[config.mk]
export PLATFORM = sky130hd
export DESIGN_NAME = ecr_calib_regs
export DESIGN_NICKNAME = d
export VERILOG_FILES = /design/src/ecr_pkg.sv /design/src/ecr_fp_mul.sv /design/src/ecr_fp_add.sv /design/src/ecr_calib_regs.sv
export SDC_FILE = /design/constraint.sdc
export NUM_CORES = 2
export LEC_CHECK = 0
export BUFFER_PORTS_ARGS = -buffer_cell sky130_fd_sc_hd__buf_2
export CORE_ASPECT_RATIO = 0.75
export CORE_MARGIN = 5
export CORE_UTILIZATION = 55
export DETAILED_ROUTE_END_ITERATION = 6
export PLACE_DENSITY = 0.73
export SKIP_CTS_REPAIR_TIMING = 1
export SLEW_MARGIN = 20
export SYNTH_ARGS = -nofsm -noshare
export SYNTH_HDL_FRONTEND = slang
export SYNTH_SLANG_ARGS = --single-unit
[constraint.sdc]
create_clock -name clk -period 31.4 [get_ports clk]
set_input_delay 0 -clock clk [delete_from_list [all_inputs] [get_ports clk]]
set_output_delay 0 -clock clk [all_outputs]
set_load 0.01 [all_outputs]
[src/ecr_pkg.sv]
// Purpose: Constants and types for the calibration register bank.
// Assumes: Byte-wide register port, page 0 holds all entries.
// Notes:   Float words are big-endian across four byte addresses.
package ecr_pkg;
  localparam int NUM_ENTRIES = 7;
  // Byte addresses: first byte of each entry, last entry byte, control registers, page
  localparam logic [7:0] ADDR_RATE_Y_BIAS = 8'h50;
  localparam logic [7:0] ADDR_RATE_Z_BIAS = 8'h54;
  localparam logic [7:0] ADDR_M_R1C1      = 8'h58;
  localparam logic [7:0] ADDR_M_R1C2      = 8'h5C;
  localparam logic [7:0] ADDR_M_R1C3      = 8'h60;
  localparam logic [7:0] ADDR_M_R2C1      = 8'h64;
  localparam logic [7:0] ADDR_M_R2C2      = 8'h68;
  localparam logic [7:0] ADDR_ENTRY_LAST  = 8'h6B;
  localparam logic [7:0] ADDR_CAL_ENABLE  = 8'hF0;
  localparam logic [7:0] ADDR_CAL_STATUS  = 8'hF1;
  localparam logic [7:0] PAGE_CAL         = 8'h00;
  // Entry indices
  localparam int IDX_RATE_Y = 0;
  localparam int IDX_RATE_Z = 1;
  localparam int IDX_R1C1   = 2;
  localparam int IDX_R1C2   = 3;
  localparam int IDX_R1C3   = 4;
  localparam int IDX_R2C1   = 5;
  localparam int IDX_R2C2   = 6;
  // Enable and status bit positions, enable reset value
  localparam int EN_RATE_BIT  = 0;
  localparam int EN_ACCEL_BIT = 1;
  localparam int ST_BUSY_BIT  = 0;
  localparam int ST_PEND_BIT  = 1;
  localparam logic [1:0] CAL_ENABLE_RESET = 2'h0;
  // Single-precision fields and constants
  localparam logic [31:0] FP_ZERO    = 32'h0000_0000;
  localparam logic [31:0] FP_ONE     = 32'h3F80_0000;
  localparam logic [7:0]  FP_EXP_MAX = 8'hFF;
  localparam logic [9:0]  FP_BIAS    = 10'h07F;
  localparam logic [3:0]  LANES_FULL = 4'hF;

  typedef enum {
    S_IDLE, S_RATE_Y, S_RATE_Z, S_X1, S_X2, S_X3, S_Y1, S_Y2, S_Y3
  } ecr_seq_type;
endpackage

[src/ecr_fp_mul.sv]
// Purpose: Combinational single-precision multiply.
// Assumes: Denormals flush to zero, NaN is not propagated.
// Notes:   Truncates rather than rounds; exact for products with 1.0.
module ecr_fp_mul (
  // Operands
  input  logic [31:0] a,
  input  logic [31:0] b,
  // Result
  output logic [31:0] prod
);
  import ecr_pkg::*;

  logic        sgn;
  logic [47:0] mp;
  logic [9:0]  ex;

  assign sgn = a[31] ^ b[31];
  assign mp  = {1'b1, a[22:0]} * {1'b1, b[22:0]};

  always_comb begin
    ex = {2'b00, a[30:23]} + {2'b00, b[30:23]} - FP_BIAS;
    if (mp[47]) begin
      ex = ex + 10'd1;
    end
    if (a[30:23] == 8'h00 || b[30:23] == 8'h00) begin
      prod = {sgn, 31'h0};
    end else if (ex[9] || ex == 10'd0) begin
      prod = {sgn, 31'h0};
    end else if (ex >= {2'b00, FP_EXP_MAX}) begin
      // Saturate to infinity on overflow
      prod = {sgn, FP_EXP_MAX, 23'h0};
    end else if (mp[47]) begin
      prod = {sgn, ex[7:0], mp[46:24]};
    end else begin
      prod = {sgn, ex[7:0], mp[45:23]};
    end
  end
endmodule // ecr_fp_mul

[src/ecr_fp_add.sv]
// Purpose: Combinational single-precision add.
// Assumes: Denormals flush to zero, NaN is not propagated.
// Notes:   Adding a zero returns the other operand bit for bit; two zeros give plus zero.
module ecr_fp_add (
  // Operands
  input  logic [31:0] a,
  input  logic [31:0] b,
  // Result
  output logic [31:0] sum
);
  import ecr_pkg::*;

  logic        a_big;
  logic [31:0] big;
  logic [31:0] sml;
  logic [7:0]  diff;
  logic [23:0] ms;

  assign a_big = a[30:0] >= b[30:0];
  assign big   = a_big ? a : b;
  assign sml   = a_big ? b : a;
  assign diff  = big[30:23] - sml[30:23];
  assign ms    = (diff > 8'd23) ? 24'h0 : ({1'b1, sml[22:0]} >> diff);

  always_comb begin
    logic [24:0] s;
    logic [4:0]  lz;
    logic        found;
    logic [9:0]  ex;
    logic [23:0] mn;
    s = 25'h0;
    lz = 5'd0;
    found = 1'b0;
    ex = {2'b00, big[30:23]};
    mn = 24'h0;
    if (a[30:23] == 8'h00) begin
      sum = (b[30:23] == 8'h00) ? FP_ZERO : b;
    end else if (b[30:23] == 8'h00) begin
      sum = a;
    end else if (big[31] == sml[31]) begin
      s = {1'b0, 1'b1, big[22:0]} + {1'b0, ms};
      if (s[24]) begin
        ex = ex + 10'd1;
        mn = s[24:1];
      end else begin
        mn = s[23:0];
      end
      if (ex >= {2'b00, FP_EXP_MAX}) begin
        sum = {big[31], FP_EXP_MAX, 23'h0};
      end else begin
        sum = {big[31], ex[7:0], mn[22:0]};
      end
    end else begin
      s = {1'b0, 1'b1, big[22:0]} - {1'b0, ms};
      for (int i = 23; i >= 0; i--) begin
        if (!found && s[i]) begin
          found = 1'b1;
          lz = 5'(23 - i);
        end
      end
      mn = s[23:0] << lz;
      ex = ex - {5'b0, lz};
      // Cancellation to zero or underflow gives plus zero
      if (!found || ex[9] || ex == 10'd0) begin
        sum = FP_ZERO;
      end else begin
        sum = {big[31], ex[7:0], mn[22:0]};
      end
    end
  end
endmodule // ecr_fp_add

[src/ecr_calib_regs.sv]
// Purpose: Rate bias and accel matrix calibration bank with correction.
// Assumes: Byte register port, one-cycle read latency, 10 MHz clk.
// Notes:   Correction runs as an eight-step multiply-add sequence.
// Contract
// - Hold rate Y bias; subtract it only while rate bias enabled.
// - Hold rate Z bias; subtract it only while rate bias enabled.
// - Each four-byte entry is one single-precision float.
// - Lowest address carries bits 31:24, highest carries bits 7:0.
// - Rate biases are in degrees per second, subtracted directly.
// - Matrix corrects accel sensitivity only while accel calibration enabled.
// - Matrix elements sit row-major in consecutive four-byte slots; R2C3 comes from the accel_r2c3_in port instead.
// - Bias entries reset to float zero.
// - Matrix entries reset to identity elements.
// - Entries are readable, writable and restorable from flash backup.
// - Entries live in page zero only.
//
// The implementer's own choice: the strobed register port.
module ecr_calib_regs (
  // Clock and reset
  input  wire logic        clk,
  input  wire logic        reset_n,
  // Register port
  input  wire logic [7:0]  page,
  input  wire logic [7:0]  addr,
  input  wire logic [7:0]  wdata,
  input  wire logic        wr,
  input  wire logic        rd,
  output logic      [7:0]  rdata,
  // Flash backup restore and save
  input  wire logic        nv_load_valid,
  input  wire logic [2:0]  nv_load_index,
  input  wire logic [31:0] nv_load_word,
  output logic             nv_load_ready,
  input  wire logic [2:0]  nv_save_index,
  output logic      [31:0] nv_save_word,
  // Raw sample in
  input  wire logic        sample_valid,
  output logic             sample_ready,
  input  wire logic [31:0] rate_y_in,
  input  wire logic [31:0] rate_z_in,
  input  wire logic [31:0] accel_x_in,
  input  wire logic [31:0] accel_y_in,
  input  wire logic [31:0] accel_z_in,
  input  wire logic [31:0] accel_r2c3_in,
  // Corrected sample out
  output logic             out_valid,
  output logic      [31:0] rate_y_out,
  output logic      [31:0] rate_z_out,
  output logic      [31:0] accel_x_out,
  output logic      [31:0] accel_y_out
);
  import ecr_pkg::*;

  function automatic logic [31:0] put_byte(input logic [31:0] w,
                                           input logic [1:0]  lane,
                                           input logic [7:0]  b);
    logic [31:0] r;
    r = w;
    r[8*(3-lane) +: 8] = b;
    return r;
  endfunction

  function automatic logic [7:0] get_byte(input logic [31:0] w,
                                          input logic [1:0]  lane);
    return w[8*(3-lane) +: 8];
  endfunction

  function automatic logic [31:0] reset_word(input int idx);
    return (idx == IDX_R1C1 || idx == IDX_R2C2) ? FP_ONE : FP_ZERO;
  endfunction

  logic [NUM_ENTRIES-1:0][31:0] word_r;
  logic [NUM_ENTRIES-1:0][31:0] stage_r;
  logic [NUM_ENTRIES-1:0][3:0]  mask_r;
  logic [1:0]                   cfg_r;
  logic [7:0]                   rdata_r;
  logic [31:0]                  save_r;
  ecr_seq_type                  state_r;
  ecr_seq_type                  state_nxt;
  logic [31:0]                  in_ry_r;
  logic [31:0]                  in_rz_r;
  logic [31:0]                  in_ax_r;
  logic [31:0]                  in_ay_r;
  logic [31:0]                  in_az_r;
  logic [31:0]                  in_m23_r;
  logic                         en_rate_s;
  logic                         en_acc_s;
  logic [31:0]                  acc_r;
  logic [31:0]                  ry_out_r;
  logic [31:0]                  rz_out_r;
  logic [31:0]                  ax_out_r;
  logic [31:0]                  ay_out_r;
  logic                         valid_r;

  // Address decode
  logic        page_ok;
  logic        entry_hit;
  logic [7:0]  rel;
  logic [2:0]  w_idx;
  logic [1:0]  w_lane;
  logic        wr_hit;
  logic        cfg_wr;
  logic [3:0]  lane_bit;
  logic        w_full;
  logic [31:0] stage_nxt;
  logic        pend_any;
  logic [7:0]  rd_mux;

  assign page_ok   = page == PAGE_CAL;
  assign entry_hit = page_ok && addr >= ADDR_RATE_Y_BIAS &&
                     addr <= ADDR_ENTRY_LAST;
  assign rel       = addr - ADDR_RATE_Y_BIAS;
  assign w_idx     = rel[4:2];
  assign w_lane    = rel[1:0];
  assign wr_hit    = wr && entry_hit;
  assign cfg_wr    = wr && page_ok && addr == ADDR_CAL_ENABLE;
  assign lane_bit  = 4'h1 << w_lane;
  assign stage_nxt = put_byte(stage_r[w_idx], w_lane, wdata);
  assign w_full    = (mask_r[w_idx] | lane_bit) == LANES_FULL;
  assign pend_any  = |mask_r;
  assign nv_load_ready = !wr_hit;

  always_comb begin
    if (entry_hit) begin
      rd_mux = get_byte(word_r[w_idx], w_lane);
    end else if (page_ok && addr == ADDR_CAL_ENABLE) begin
      rd_mux = {6'h0, cfg_r};
    end else if (page_ok && addr == ADDR_CAL_STATUS) begin
      rd_mux = 8'h0;
      rd_mux[ST_BUSY_BIT] = state_r != S_IDLE;
      rd_mux[ST_PEND_BIT] = pend_any;
    end else begin
      rd_mux = 8'h0;
    end
  end

  always_ff @(posedge clk or negedge reset_n) begin
    if (!reset_n) begin
      for (int i = 0; i < NUM_ENTRIES; i++) begin
        word_r[i]  <= reset_word(i);
        stage_r[i] <= FP_ZERO;
        mask_r[i]  <= 4'h0;
      end
    end else if (wr_hit) begin
      stage_r[w_idx] <= stage_nxt;
      mask_r[w_idx]  <= w_full ? 4'h0 : (mask_r[w_idx] | lane_bit);
      if (w_full) begin
        word_r[w_idx] <= stage_nxt;
      end
    end else if (nv_load_valid && nv_load_index < 3'(NUM_ENTRIES)) begin
      word_r[nv_load_index] <= nv_load_word;
      mask_r[nv_load_index] <= 4'h0;
    end
  end

  always_ff @(posedge clk or negedge reset_n) begin
    if (!reset_n) begin
      cfg_r   <= CAL_ENABLE_RESET;
      rdata_r <= 8'h0;
      save_r  <= FP_ZERO;
    end else begin
      if (cfg_wr) begin
        cfg_r <= wdata[1:0];
      end
      rdata_r <= rd ? rd_mux : 8'h0;
      save_r  <= (nv_save_index < 3'(NUM_ENTRIES)) ?
                 word_r[nv_save_index] : FP_ZERO;
    end
  end

  assign rdata        = rdata_r;
  assign nv_save_word = save_r;

  // Correction datapath: one multiply and one add per step
  logic [31:0] coef;
  logic [31:0] oper;
  logic [31:0] prod;
  logic [31:0] add_a;
  logic [31:0] add_b;
  logic [31:0] sum;
  logic [31:0] bias;

  always_comb begin
    coef = FP_ZERO;
    oper = in_az_r;
    case (state_r)
      S_X1: begin
        coef = en_acc_s ? word_r[IDX_R1C1] : FP_ONE;
        oper = in_ax_r;
      end
      S_X2: begin
        coef = en_acc_s ? word_r[IDX_R1C2] : FP_ZERO;
        oper = in_ay_r;
      end
      S_X3: coef = en_acc_s ? word_r[IDX_R1C3] : FP_ZERO;
      S_Y1: begin
        coef = en_acc_s ? word_r[IDX_R2C1] : FP_ZERO;
        oper = in_ax_r;
      end
      S_Y2: begin
        coef = en_acc_s ? word_r[IDX_R2C2] : FP_ONE;
        oper = in_ay_r;
      end
      S_Y3: coef = en_acc_s ? in_m23_r : FP_ZERO;
      default: coef = FP_ZERO;
    endcase
  end

  // bias subtract in degrees per second
  assign bias  = !en_rate_s ? FP_ZERO :
                 (state_r == S_RATE_Y) ? word_r[IDX_RATE_Y] :
                 word_r[IDX_RATE_Z];
  assign add_a = (state_r == S_RATE_Y) ? in_ry_r :
                 (state_r == S_RATE_Z) ? in_rz_r :
                 (state_r == S_X1 || state_r == S_Y1) ? FP_ZERO : acc_r;
  assign add_b = (state_r == S_RATE_Y || state_r == S_RATE_Z) ?
                 {~bias[31], bias[30:0]} : prod;

  ecr_fp_mul u_mul (
    .a    (coef),
    .b    (oper),
    .prod (prod)
  );

  ecr_fp_add u_add (
    .a   (add_a),
    .b   (add_b),
    .sum (sum)
  );

  always_comb begin
    case (state_r)
      S_IDLE:   state_nxt = sample_valid ? S_RATE_Y : S_IDLE;
      S_RATE_Y: state_nxt = S_RATE_Z;
      S_RATE_Z: state_nxt = S_X1;
      S_X1:     state_nxt = S_X2;
      S_X2:     state_nxt = S_X3;
      S_X3:     state_nxt = S_Y1;
      S_Y1:     state_nxt = S_Y2;
      S_Y2:     state_nxt = S_Y3;
      default:  state_nxt = S_IDLE;
    endcase
  end

  assign sample_ready = state_r == S_IDLE;

  // Inputs and enables are frozen per sample so a mid-run change
  // cannot mix corrected and uncorrected terms.
  always_ff @(posedge clk or negedge reset_n) begin
    if (!reset_n) begin
      state_r   <= S_IDLE;
      in_ry_r   <= FP_ZERO;
      in_rz_r   <= FP_ZERO;
      in_ax_r   <= FP_ZERO;
      in_ay_r   <= FP_ZERO;
      in_az_r   <= FP_ZERO;
      in_m23_r  <= FP_ZERO;
      en_rate_s <= 1'b0;
      en_acc_s  <= 1'b0;
    end else begin
      state_r <= state_nxt;
      if (state_r == S_IDLE && sample_valid) begin
        in_ry_r   <= rate_y_in;
        in_rz_r   <= rate_z_in;
        in_ax_r   <= accel_x_in;
        in_ay_r   <= accel_y_in;
        in_az_r   <= accel_z_in;
        in_m23_r  <= accel_r2c3_in;
        en_rate_s <= cfg_r[EN_RATE_BIT];
        en_acc_s  <= cfg_r[EN_ACCEL_BIT];
      end
    end
  end

  always_ff @(posedge clk or negedge reset_n) begin
    if (!reset_n) begin
      acc_r    <= FP_ZERO;
      ry_out_r <= FP_ZERO;
      rz_out_r <= FP_ZERO;
      ax_out_r <= FP_ZERO;
      ay_out_r <= FP_ZERO;
      valid_r  <= 1'b0;
    end else begin
      valid_r <= state_r == S_Y3;
      case (state_r)
        S_RATE_Y: ry_out_r <= sum;
        S_RATE_Z: rz_out_r <= sum;
        S_X3:     ax_out_r <= sum;
        S_Y3:     ay_out_r <= sum;
        S_IDLE:   acc_r <= acc_r;
        default:  acc_r <= sum;
      endcase
    end
  end

  assign out_valid   = valid_r;
  assign rate_y_out  = ry_out_r;
  assign rate_z_out  = rz_out_r;
  assign accel_x_out = ax_out_r;
  assign accel_y_out = ay_out_r;

  // Checks
  logic [NUM_ENTRIES-1:0] touched_r;
  always_ff @(posedge clk or negedge reset_n) begin
    if (!reset_n) begin
      touched_r <= '0;
    end else if (wr_hit && w_full) begin
      touched_r[w_idx] <= 1'b1;
    end else if (nv_load_valid && nv_load_index < 3'(NUM_ENTRIES)) begin
      touched_r[nv_load_index] <= 1'b1;
    end
  end
endmodule // ecr_calib_regs

==> impl_metrics.csv <==
group,metric,value,unit
clocking,clk_pin_slew,0.07,ns
timing,rsz0062_at_grt,"no",
clocking,cts_root_buf,"clkbuf_16",
clocking,cts_made_buffers,90,
drt,finalWirelength,298.7,mm
floorplanning,fp.dieH,323.3,um
synthesis,ys_top_cells_by_area,"dfrtp_1, fa_1, nand2_1",
synthesis,avgSynthCellArea,8.730,um2
place,gp_congestion,1.008,
status,outcome,"finished with violations",
drt,ant_nets,0,
synthesis,ys_ff_latch,877,
synthesis,syn_area,71970,um2
worst_setup_path,rrSetupSlack,2.55,ns
drt,m1WireLength,113.0,mm
worst_setup_path,crit_start,"state_r[3]$_DFF_PN0_",
drt,drt-vias-per-instance,6.586,
floorplanning,die_area,138300,um2
grt,antenna_found_initial,13,
timing,slew_violations,0,
worst_setup_path,cp_slowest_stage_delay,0.93,ns
place,placed_cell_area,76020,um2
timing,finalHoldViolCount,1,
timing,max_freq,0.03467,GHz
grt,grt_pass1_wl,431.2,mm
worst_setup_path,crit_path_start_kind,"flop",
place,io_buffers,430,
drt,wl_per_cell,28.52,um
clocking,cts_tree,"yes",
grt,grt_max_degree,166,
timing,setup_slack,2.553,ns
timing,hold_slack,-0.03629,ns
worst_setup_path,critPathMaxFanout,40,
worst_setup_path,cp_slowest_cell,"nor2_1",
floorplanning,io_pins,431,
min_path,min_from,"nv_load_index[1]",
floorplanning,start_util,55.14,%
job,maxCapViolCount,0,
synthesis,synth-edff-count,0,
status,violations,"design-rule violations, negative hold slack",
clocking,htree_levels,3,
floorplanning,std_cell_rows,115,
synthesis,async_flop_share,100.0,%
place,place_ws,3.690,ns
synthesis,syn_nets,9261,
synthesis,synth-seq-area-share,30.52,%
grt,overflow,0,
timing,worstMarginPinSlew,1.422,ns
worst_setup_path,arrival,29.47,ns
clocking,clockBufferDepth,3,
clocking,cts_sinks,877,
timing,timing.final.crit_share,91.87,%
drt,drt_iter0_drc,10131,
worst_setup_path,critPathKind,"reg -> reg",
synthesis,synth_cells,8243,
drt,dr.pass1.iters,7,
clocking,clk_latency,0.76,ns
place,dp_hpwl,215.7,mm
synthesis,synth_top_area_cell,"dfrtp_1",
timing,fin_crit,28.85,ns
timing,fin_worst_skew,0.06718,ns
synthesis,ys.flop_type,"dfrtp_1",
drt,highest_layer,"met5",
timing,setup_tns,0,ns
cells_and_area,fin_area,81730,um2
grt,gr-usage-all-layers,41.75,%
cells_and_area,fin_nets,9660,
grt,grt_pass1_vias,65662,
synthesis,synth.distinct_cells,116,
cells_and_area,syn2layout_area_growth,13.57,%
worst_setup_path,required,32.02,ns
timing,slew_headroom,2.512,%
drt,vias,68979,
drt,met2_length,122.3,mm
worst_setup_path,endpoint_kind,"flop",
cells_and_area,fill_cells,10881,
drt,wl_met3,43.65,mm
synthesis,yosysTopAreaCellShare,30.01,%
floorplanning,die_w,427.7,um
drt,drc,31,
floorplanning,core-area,130500,um2
cells_and_area,layout-drive-gt1-share,15.41,%
min_path,hp-class,"in -> reg",
timing,setup_viol,0,
worst_setup_path,r2r-start,"state_r[3]$_DFF_PN0_",
synthesis,yosys_warnings,0,
[sequential cells by signal, indices dropped and copies added (netlist names)]
| name | count |
|---|---|
| in_az_r | 32 |
| en_rate_s | 1 |
| rdata | 8 |
| stage_r | 224 |
| in_m23_r | 32 |
| out_valid | 1 |
| en_acc_s | 1 |
| word_r | 224 |
| nv_save_word | 32 |
| in_ax_r | 32 |
| cfg_r | 2 |
| accel_x_out | 32 |
| state_r | 4 |
| accel_y_out | 32 |
| rate_z_out | 32 |
| acc_r | 32 |
| in_ry_r | 32 |
| rate_y_out | 32 |
| mask_r | 28 |
| in_rz_r | 32 |
| in_ay_r | 32 |
[routing by layer]
metal	up-vias	track usage [%]
met2	5317	57.92
met3	982	14.29
met1	33753	57.51
met4	10	22.81
met5	-	0
li1	28917	-
[cells in the final DEF (no fill, tap or decap), types with 147 or more instances in the layout]
cell / instances
nand2_1: 1819
dfrtp_1: 860
inv_1: 660
o21ai_0: 615
fa_1: 485
nor2_1: 440
buf_2: 425
a21oi_1: 320
mux2_2: 309
a22oi_1: 275
ha_1: 273
dlygate4sd3_1: 247
buf_4: 194
mux2i_1: 147
[per-stage QoR]
step / hold WS (ns) / utilization [%] / std cells
floorplan: -0.2956 / - / 8243
global placement: 0.03066 / 58.22 / 10055
detailed placement: 0.03614 / 58.25 / 10056
CTS: -0.7826 / 60.67 / 10221
global route: 0.003422 / 62.62 / 10472
finish: -0.03629 / 62.62 / 10474
[critical path: cells and delay by family (launching register included)]
kind / cells / cell delay, ns
flip-flops: 1 / 0.68
AND/OR/NAND/NOR: 25 / 9.05
adder cells (fa/ha/maj): 14 / 5.96
buffers and inverters: 12 / 2.04
AO/OA/AOI/OAI: 37 / 10.86
[logic make-up (layout without fill, tap and decap cells)]
| family | count (synthesis) | in the layout | synth area share (%) |
|---|---|---|---|
| adders and majority gates | 759 | 759 | 18.25 |
| and+or+nand+nor | 2767 | 2767 | 16.19 |
| other | 0 | 4 | 0 |
| buffers and inverters | 1251 | 1723 | 6.603 |
| AOI/OAI and AO/OA | 1953 | 1953 | 17.61 |
| DFF | 877 | 877 | 30.52 |
| muxes | 548 | 548 | 9.724 |
| xor gates and xnor gates | 88 | 88 | 1.102 |
[synthesized netlist by cell type, drive strengths merged, types with 14 or more instances]
cell / instances
nand2: 1823
dfrtp: 863
inv: 668
o21ai: 653
clkbuf: 485
fa: 485
nor2: 448
a21oi: 328
mux2: 309
a22oi: 275
ha: 273
mux2i: 149
mux4: 90
nor3: 90
buf: 81
nand3: 70
a21o: 65
xnor2: 62
and2: 61
o22ai: 55
a31oi: 54
o211ai: 44
o21a: 44
nand2b: 41
a21boi: 40
or3: 38
nor4: 35
a2bb2oi: 34
o31ai: 34
nand4: 33
a211oi: 31
a222oi: 30
a22o: 30
nor2b: 28
or2: 28
o21bai: 27
xor2: 25
and3: 24
clkinv: 17
or4: 16
a211o: 15
a221oi: 15
a41oi: 14
dfstp: 14
[layout make-up]
type | count | area, um2 | area share, %
Multi-Input combinational cell | 6115 | 45650 | 55.85
Sequential cell | 877 | 21970 | 26.88
Timing Repair Buffer | 873 | 6172 | 7.552
Inverter | 685 | 2571 | 3.146
Clock buffer | 122 | 2512 | 3.074
Tap cell | 1755 | 2196 | 2.687
Clock inverter | 43 | 654.4 | 0.8007
Antenna cell | 4 | 10.01 | 0.01225
[path summary, 6_finish.rpt]
| kind | depth (start not counted) | endpoint |
|---|---|---|
| setup / recovery | 88 | acc_r[0]$_DFFE_PN0N_ |
| hold / removal | 5 | word_r[119]$_DFFE_PN0P_ |
| setup reg to reg | 88 | acc_r[0]$_DFFE_PN0N_ |
| hold reg to reg | 2 | stage_r[32]$_DFFE_PN0P_ |
| max in group asynchronous | 7 | word_r[196]$_DFFE_PN0P_ |
| min in group asynchronous | 4 | stage_r[217]$_DFFE_PN0P_ |
Power is left out: the tool's default activity adds up to more than one toggle a clock period on the data nets, which glitch-free logic cannot reach.
